**src/power_mgmt_pkg.sv**
```systemverilog
// Shared constants and types for the power management control registers
package power_mgmt_pkg;

  // ==========================================================================
  // Register map and serial command layout
  localparam logic [5:0] POWER_CONTROL_ADDR   = 6'h0b;
  localparam logic [5:0] CRYSTAL_CONTROL_ADDR = 6'h0c;
  localparam int         CMD_WRITE_BIT        = 7;
  localparam int         CMD_INCR_BIT         = 6;
  localparam logic [7:0] UNMAPPED_READ_VALUE  = 8'h00;

  // ==========================================================================
  // Reset values and writable bits
  localparam logic [7:0] POWER_CONTROL_RESET    = 8'ha0;
  localparam logic [7:0] POWER_CONTROL_WMASK    = 8'hef;
  localparam logic [7:0] CRYSTAL_CONTROL_RESET  = 8'h04;
  localparam logic [7:0] CRYSTAL_CONTROL_WMASK  = 8'he7;

  // ==========================================================================
  // Trip and regulator levels in millivolts
  localparam int          TRIP_MV_W       = 12;
  localparam logic [11:0] THRESH_11_MV    = 12'h708;  // 1800 mV
  localparam logic [11:0] THRESH_10_MV    = 12'h7d0;  // 2000 mV
  localparam logic [11:0] THRESH_01_MV    = 12'h898;  // 2200 mV
  localparam logic [11:0] MIN_OUT_11_MV   = 12'h960;  // 2400 mV
  localparam logic [11:0] MIN_OUT_10_MV   = 12'h9c4;  // 2500 mV
  localparam logic [11:0] MIN_OUT_01_MV   = 12'ha28;  // 2600 mV
  localparam logic [11:0] MIN_OUT_00_MV   = 12'ha8c;  // 2700 mV

  // ==========================================================================
  // Types
  typedef enum logic [1:0] {
    PHASE_IDLE = 2'b00,
    PHASE_ADDR = 2'b01,
    PHASE_DATA = 2'b10
  } spi_phase_t;

  typedef struct packed {
    logic       regulator_enable;
    logic       low_batt_event_enable;
    logic       regulator_sleep_override;
    logic       reserved;
    logic [1:0] low_batt_threshold;
    logic [1:0] regulator_min_output;
  } power_control_t;

  typedef struct packed {
    logic [1:0] clock_pin_function;
    logic       crystal_stable_event_enable;
    logic [1:0] reserved;
    logic [2:0] clock_out_divider;
  } crystal_control_t;

  typedef struct packed {
    logic sck;
    logic mosi;
    logic ss_n;
  } spi_in_t;

  typedef struct packed {
    logic miso;
    logic miso_oe_n;
  } spi_out_t;

endpackage : power_mgmt_pkg

```
**src/input_sync.sv**
```systemverilog
// Two-stage synchroniser for asynchronous inputs
`timescale 1ns/100ps
module input_sync #(
  parameter int              WIDTH       = 1,
  parameter logic [WIDTH-1:0] RESET_VALUE = '0
) (
  input  wire logic             clk_sys,
  input  wire logic             rst_n,
  input  wire logic [WIDTH-1:0] d,
  output logic      [WIDTH-1:0] q
);

  typedef struct packed {
    logic [WIDTH-1:0] stage2;
    logic [WIDTH-1:0] stage1;
  } sync_state_t;

  sync_state_t state;
  sync_state_t next_state;

  // ==========================================================================
  // Next state: first stage feeds only the second
  always_comb begin
    next_state.stage1 = d;
    next_state.stage2 = state.stage1;
  end

  // ==========================================================================
  // State register
  always_ff @(posedge clk_sys) begin
    if (!rst_n) begin
      state <= {RESET_VALUE, RESET_VALUE};
    end else begin
      state <= next_state;
    end
  end

  assign q = state.stage2;

endmodule : input_sync

```
**src/trip_level_decode.sv**
```systemverilog
// Decodes threshold and regulator codes into a trip level in millivolts
`timescale 1ns/100ps
module trip_level_decode
  import power_mgmt_pkg::*;
(
  input  wire logic [1:0]           low_batt_threshold,
  input  wire logic [1:0]           regulator_min_output,
  output logic      [TRIP_MV_W-1:0] trip_mv
);

  logic [TRIP_MV_W-1:0] min_out_mv;

  // ==========================================================================
  // Regulator minimum output level
  always_comb begin
    case (regulator_min_output)
      2'h3:    min_out_mv = MIN_OUT_11_MV;
      2'h2:    min_out_mv = MIN_OUT_10_MV;
      2'h1:    min_out_mv = MIN_OUT_01_MV;
      default: min_out_mv = MIN_OUT_00_MV;
    endcase
  end

  // ==========================================================================
  // Battery trip level, code 0 follows the regulator setting
  always_comb begin
    case (low_batt_threshold)
      2'h3:    trip_mv = THRESH_11_MV;
      2'h2:    trip_mv = THRESH_10_MV;
      2'h1:    trip_mv = THRESH_01_MV;
      default: trip_mv = min_out_mv;
    endcase
  end

endmodule : trip_level_decode

```
**src/power_mgmt_control_regs.sv**
```systemverilog
// Power control and crystal control registers behind the serial register port
`timescale 1ns/100ps
module power_mgmt_control_regs (
  input  wire logic                                    clk_sys,
  input  wire logic                                    rst_n,
  input  wire power_mgmt_pkg::spi_in_t                 spi_in,
  output power_mgmt_pkg::spi_out_t                     spi_out,
  input  wire logic                                    sleep_active,
  input  wire logic                                    batt_below_threshold,
  output logic                                         regulator_on,
  output logic                                         low_batt_event,
  output logic [1:0]                                   low_batt_threshold,
  output logic [1:0]                                   regulator_min_output,
  output logic [power_mgmt_pkg::TRIP_MV_W-1:0]         trip_level_mv,
  output logic [1:0]                                   clock_pin_function,
  output logic                                         crystal_stable_event_enable,
  output logic [2:0]                                   clock_out_divider
);
  import power_mgmt_pkg::*;

  // ==========================================================================
  // State of the block
  typedef struct packed {
    spi_phase_t           phase;
    logic [2:0]           bit_count;
    logic [7:0]           rx_shift;
    logic [7:0]           tx_shift;
    logic [5:0]           address;
    logic                 write_flag;
    logic                 increment_flag;
    logic                 sck_prev;
    power_control_t       pwr;
    crystal_control_t     xtal;
    spi_out_t             pins;
    logic                 regulator_on;
    logic                 low_batt_event;
    logic [TRIP_MV_W-1:0] trip_mv;
  } block_state_t;

  block_state_t         state;
  block_state_t         next_state;
  spi_in_t              spi_sync;
  logic                 batt_below_sync;
  logic                 sck_rise;
  logic                 sck_fall;
  logic [7:0]           rx_byte;
  logic [5:0]           next_address;
  logic [TRIP_MV_W-1:0] decoded_trip_mv;
  logic                 regulator_active;

  // ==========================================================================
  // Synchronisers for the serial pins
  input_sync #(
    .WIDTH       (3),
    .RESET_VALUE (3'h1)
  ) u_spi_sync (
    .clk_sys (clk_sys),
    .rst_n   (rst_n),
    .d       (spi_in),
    .q       (spi_sync)
  );

  // Synchroniser for the battery comparator
  input_sync #(
    .WIDTH       (1),
    .RESET_VALUE (1'h0)
  ) u_batt_sync (
    .clk_sys (clk_sys),
    .rst_n   (rst_n),
    .d       (batt_below_threshold),
    .q       (batt_below_sync)
  );

  // ==========================================================================
  // Trip level decode from current register fields
  trip_level_decode u_trip_decode (
    .low_batt_threshold   (state.pwr.low_batt_threshold),
    .regulator_min_output (state.pwr.regulator_min_output),
    .trip_mv              (decoded_trip_mv)
  );

  // ==========================================================================
  // Register read with reserved bits as zero
  function automatic logic [7:0] read_reg(
    input logic [5:0]       addr,
    input power_control_t   pwr,
    input crystal_control_t xtal
  );
    logic [7:0] value;
    value = UNMAPPED_READ_VALUE;
    if (addr == POWER_CONTROL_ADDR) begin
      value = pwr & POWER_CONTROL_WMASK;
    end else if (addr == CRYSTAL_CONTROL_ADDR) begin
      value = xtal & CRYSTAL_CONTROL_WMASK;
    end
    return value;
  endfunction : read_reg

  // ==========================================================================
  // Serial clock edges and incoming byte
  assign sck_rise     = spi_sync.sck & ~state.sck_prev;
  assign sck_fall     = ~spi_sync.sck & state.sck_prev;
  assign rx_byte      = {state.rx_shift[6:0], spi_sync.mosi};
  assign next_address = state.increment_flag ? state.address + 6'h01 : state.address;

  // Regulator on when enabled, unless sleeping without override
  assign regulator_active = state.pwr.regulator_enable
                          & (state.pwr.regulator_sleep_override | ~sleep_active);

  // ==========================================================================
  // Next state
  always_comb begin
    next_state          = state;
    next_state.sck_prev = spi_sync.sck;

    if (spi_sync.ss_n) begin
      // Deselected: end transfer and release the output
      next_state.phase          = PHASE_IDLE;
      next_state.bit_count      = 3'h0;
      next_state.pins.miso      = 1'b0;
      next_state.pins.miso_oe_n = 1'b1;
    end else begin
      next_state.pins.miso_oe_n = 1'b0;
      if (state.phase == PHASE_IDLE) begin
        next_state.phase     = PHASE_ADDR;
        next_state.bit_count = 3'h0;
        next_state.tx_shift  = 8'h00;
        next_state.pins.miso = 1'b0;
      end else if (sck_rise) begin
        next_state.rx_shift  = rx_byte;
        next_state.bit_count = state.bit_count + 3'h1;
        if (state.bit_count == 3'h7) begin
          case (state.phase)
            PHASE_ADDR: begin
              next_state.write_flag     = rx_byte[CMD_WRITE_BIT];
              next_state.increment_flag = rx_byte[CMD_INCR_BIT];
              next_state.address        = rx_byte[5:0];
              next_state.tx_shift       = read_reg(rx_byte[5:0], state.pwr, state.xtal);
              next_state.phase          = PHASE_DATA;
            end
            PHASE_DATA: begin
              if (state.write_flag && state.address == POWER_CONTROL_ADDR) begin
                next_state.pwr = (rx_byte & POWER_CONTROL_WMASK) | (state.pwr & ~POWER_CONTROL_WMASK);
              end
              if (state.write_flag && state.address == CRYSTAL_CONTROL_ADDR) begin
                next_state.xtal = (rx_byte & CRYSTAL_CONTROL_WMASK) | (state.xtal & ~CRYSTAL_CONTROL_WMASK);
              end
              next_state.address  = next_address;
              next_state.tx_shift = read_reg(next_address, next_state.pwr, next_state.xtal);
            end
            default: begin
              next_state.phase = PHASE_IDLE;
            end
          endcase
        end
      end else if (sck_fall) begin
        // Present next read bit, MSB first
        next_state.pins.miso = state.tx_shift[7];
        next_state.tx_shift  = {state.tx_shift[6:0], 1'b0};
      end
    end

    // Regulator control and low battery event
    next_state.regulator_on   = regulator_active;
    next_state.low_batt_event = state.pwr.low_batt_event_enable
                              & batt_below_sync
                              & ~sleep_active
                              & regulator_active;
    next_state.trip_mv        = decoded_trip_mv;
  end

  // ==========================================================================
  // State register
  always_ff @(posedge clk_sys) begin
    if (!rst_n) begin
      state                <= '0;
      state.phase          <= PHASE_IDLE;
      state.sck_prev       <= 1'b0;
      state.pwr            <= POWER_CONTROL_RESET;
      state.xtal           <= CRYSTAL_CONTROL_RESET;
      state.pins.miso_oe_n <= 1'b1;
    end else begin
      state <= next_state;
    end
  end

  // ==========================================================================
  // Outputs straight from state
  assign spi_out                     = state.pins;
  assign regulator_on                = state.regulator_on;
  assign low_batt_event              = state.low_batt_event;
  assign low_batt_threshold          = state.pwr.low_batt_threshold;
  assign regulator_min_output        = state.pwr.regulator_min_output;
  assign trip_level_mv               = state.trip_mv;
  assign clock_pin_function          = state.xtal.clock_pin_function;
  assign crystal_stable_event_enable = state.xtal.crystal_stable_event_enable;
  assign clock_out_divider           = state.xtal.clock_out_divider;

endmodule : power_mgmt_control_regs

```
**config.mk**
```make
export PLATFORM = sky130hd
export DESIGN_NAME = power_mgmt_control_regs
export DESIGN_NICKNAME = d
export VERILOG_FILES = /design/src/power_mgmt_pkg.sv /design/src/input_sync.sv /design/src/trip_level_decode.sv /design/src/power_mgmt_control_regs.sv
export SDC_FILE = /design/constraint.sdc
export NUM_CORES = 1
export LEC_CHECK = 0
export BUFFER_PORTS_ARGS = -buffer_cell sky130_fd_sc_hd__buf_2
export CAP_MARGIN = 20
export CORE_MARGIN = 8
export CORE_UTILIZATION = 59
export CTS_CLUSTER_DIAMETER = 120
export CTS_CLUSTER_SIZE = 24
export DETAILED_ROUTE_END_ITERATION = 10
export GPL_TIMING_DRIVEN = 0
export PLACE_DENSITY = 0.84
export SYNTH_ARGS = -nofsm -noshare
export SYNTH_HDL_FRONTEND = slang
export SYNTH_HIERARCHICAL = 1
export SYNTH_SLANG_ARGS = --single-unit
```
**constraint.sdc**
```tcl
create_clock -name clk_sys -period 2.7 [get_ports clk_sys]
set_clock_uncertainty 0.05 [all_clocks]
set_input_delay 0.405 -clock clk_sys [delete_from_list [all_inputs] [get_ports clk_sys]]
set_output_delay 0.405 -clock clk_sys [all_outputs]
set_load 0.01 [all_outputs]
```
==> impl_metrics.ini <==
[routing]
first_iter_violations = 207
viasPerCell = 5.67
wl_um = 7970
drt-pass1-iter-count = 5
post_drt_wl_per_cell_um = 16.0
num_vias = 2827
drtAntennaViolNets = 0
drc = 0

[global_routing]
grt_pass1_vias = 2703
met2_usage_pct = 33.1
grt_pass1_wl_um = 12900
use_met1_pct = 21.4
grt_max_degree = 16
grt_usage_pct = 19.0
antenna_found_initial = 0
busiest_layer = met2
grtUsageMet3_pct = 3.53
grt-ovfl-total = 0

[synth]
synthesis.area_um2 = 3520
ys_warn_count = 6
syn_avg_cell_area_um2 = 9.38
synth-edff-count = 0
synthTopCellsByArea = dfxtp_1 38%, mux2i_1 10%, buf_4 5.8%, ha_1 4.6%, and2_1 4.3%
synthFlopType = dfxtp_1
synth-async-reset-ratio_pct = 0
yosysUniqueCellTypes = 56
synth_top_area_cell = dfxtp_1
ys_seq_elements = 66
ys_seq_area_share_pct = 37.6
synth_cells = 375
synth_top_area_share_pct = 37.6

[cts]
clock-sinks = 66
clk_latency_ns = 0.35
cts-root-buf = clkbuf_8
cts_tree = yes
cts_made_buffers = 9
post-cts-setup-buffers = 0
ctsResizeCount = 0
clock_path_buffers = 2
htreeDepth = 3
path_clk_slew_ns = 0.07
ctsHoldBuffers = 0

[run]
cap_violations = 0

[sta]
worst_pin_slew_ns = 0.804
fin_crit_sh_pct = 92.8
tns_ns = 0
rsz0062_at_grt = no
slew_violations = 0
fmax_mhz = 399
hold_viol_final = 0
setup_ws_ns = 0.194
slew_headroom_pct = 46.3
finalCriticalPeriod_ns = 2.51
finalSetupViolCount = 0

[pwr]
power.density_nw_per_um2 = 454
ir_drop_mv = 0.334
p_comb_share_pct = 3.9
finalPower_w = 0.00179
switching_share_pct = 23.3
power.leakage_nw = 1.52
switchingPower_w = 0.000418
clockPowerShare_pct = 40.7
seqPwrFrac_pct = 55.3
intPower_w = 0.00137

[floorplan]
rows = 28
die_area_um2 = 8690
chipHeight_um = 93.2
fp.dieW_um = 93.2
start_util_pct = 60.1
ios = 33
core_um2 = 5850

[placed_design]
dp_hpwl_um = 5710
preCtsSetupSlack_ns = 0.300
place.gp.congestion = 0.868
io_buffers = 32

[critical_path]
cp.arrival_ns = 2.75
path_max_fanout = 7
critical_path_class = flop to flop
cp.required_ns = 2.94
end_kind = flop
worstSetupStartpointType = flop

[finish]
nets = 439
antenna_cells = 0
drive_gt1_share_pct = 22.2
syn_to_final_growth_pct = 12.2

[status]
status = finished clean

[worst_hold_path]
hp-class = input port to flop
## metrics by stage
stage	cells	hold slack (ns)	cell area, µm²	util, %
final	499	0.185	3950	67.5
after global routing	499	0.188	3950	67.5
after CTS	499	0.181	3950	67.5
after detailed placement	483	0.346	3770	64.5
after global placement	483	0.344	3770	64.5
after floorplan	376	0.336	3520	-
## cell usage in the layout, fill, tap and decap left out, types with 3 or more instances in the layout
master,n
buf_4,27
nand3_1,14
dfxtp_1,66
clkinv_2,3
a21oi_1,9
nand2_1,29
a221o_1,6
clkbuf_8,10
ha_1,13
a31oi_1,3
buf_2,34
a21boi_0,13
xnor2_1,3
clkbuf_1,15
o21ai_0,5
o221ai_1,6
buf_6,3
inv_1,20
nand2b_1,4
nor2b_1,10
mux2i_1,35
nand4_1,3
a32o_1,5
nor3_1,6
and2_1,24
o22ai_1,3
nor2_1,15
## cell type report
| cell class | instances | area, µm² |
|---|---|---|
| Clock inverter | 5 | 30.0 |
| Fill cell | 449 | 1900 |
| Inverter | 20 | 75.1 |
| Multi-Input combinational cell | 242 | 1820 |
| Timing Repair Buffer | 32 | 160 |
| Clock buffer | 11 | 141 |
| Buffer | 48 | 307 |
| Tap cell | 75 | 93.8 |
| Sequential cell | 66 | 1320 |
## state kept, by name, indices dropped and copies added (netlist names)
name,flops
clock_out_divider,3
clock_pin_function,2
crystal_stable_event_enable,1
low_batt_event,1
low_batt_threshold,2
regulator_min_output,2
regulator_on,1
rx_byte,7
spi_out,2
state,25
trip_level_mv,12
u_batt_sync/next_state,1
u_batt_sync/q,1
u_spi_sync/next_state,3
u_spi_sync/q,3
## layer usage
| metal | vias up | routed length, µm | part of all wire, % |
|---|---|---|---|
| li1 | 1364 | - | - |
| met1 | 1319 | 3280 | 41 |
| met2 | 122 | 3890 | 49 |
| met3 | 22 | 584 | 7.3 |
| met4 | 0 | 217 | 2.7 |
| met5 | - | 0 | 0 |
## final timing paths
check	from	endpoint	slack, ns	cells after the start
max	state[36]	state[46]	0.19	6
min	sleep_active	low_batt_event	0.19	2
max reg2reg	state[36]	state[46]	0.19	6
min reg2reg	u_spi_sync/next_state[3]	u_spi_sync/q[0]	0.36	1
## worst max-delay path, stage by stage, from the launching register on
cell and delay, ns:
dfxtp_1 0.47, ha_1 0.36, nand4_1 0.24, xnor2_2 0.28, o2111ai_1 0.45, o221ai_1 0.38
a32o_1 0.21
## power by group through the flow
stage / registers, W / clock network [W] / logic (W)
2_1_floorplan: 0.00101 / 0 / 0.0000462
3_3_place_gp: 0.00101 / 0 / 0.0000686
3_5_place_dp: 0.00101 / 0 / 0.0000701
4_1_cts: 0.000992 / 0.000735 / 0.0000703
5_1_grt: 0.000993 / 0.000781 / 0.0000770
6_report: 0.000992 / 0.000730 / 0.0000703
## synthesized netlist by cell type (4+ instances only)
cell type / number
nor2b_1: 10
a21boi_0: 13
nor3_1: 6
inv_1: 20
nor2_1: 15
dfxtp_1: 66
nand3_1: 14
mux2i_1: 35
a221o_1: 6
o21ai_0: 5
ha_1: 13
buf_4: 27
o221ai_1: 6
clkbuf_1: 14
a21oi_1: 9
nand2_1: 29
a32o_1: 5
nand2b_1: 4
and2_1: 24
## cells by family after synthesis
group,count (synthesis),synth area share [%]
other,1,0.107
AOI/OAI and AO/OA,60,13.4
muxes,36,10.3
buffers and inverters,68,10.9
adders and majority gates,13,4.62
and+or+nand+nor,127,22.0
xor gates and xnor gates,4,1.21
DFF,66,37.6
(Power assumes the default switching activity.)
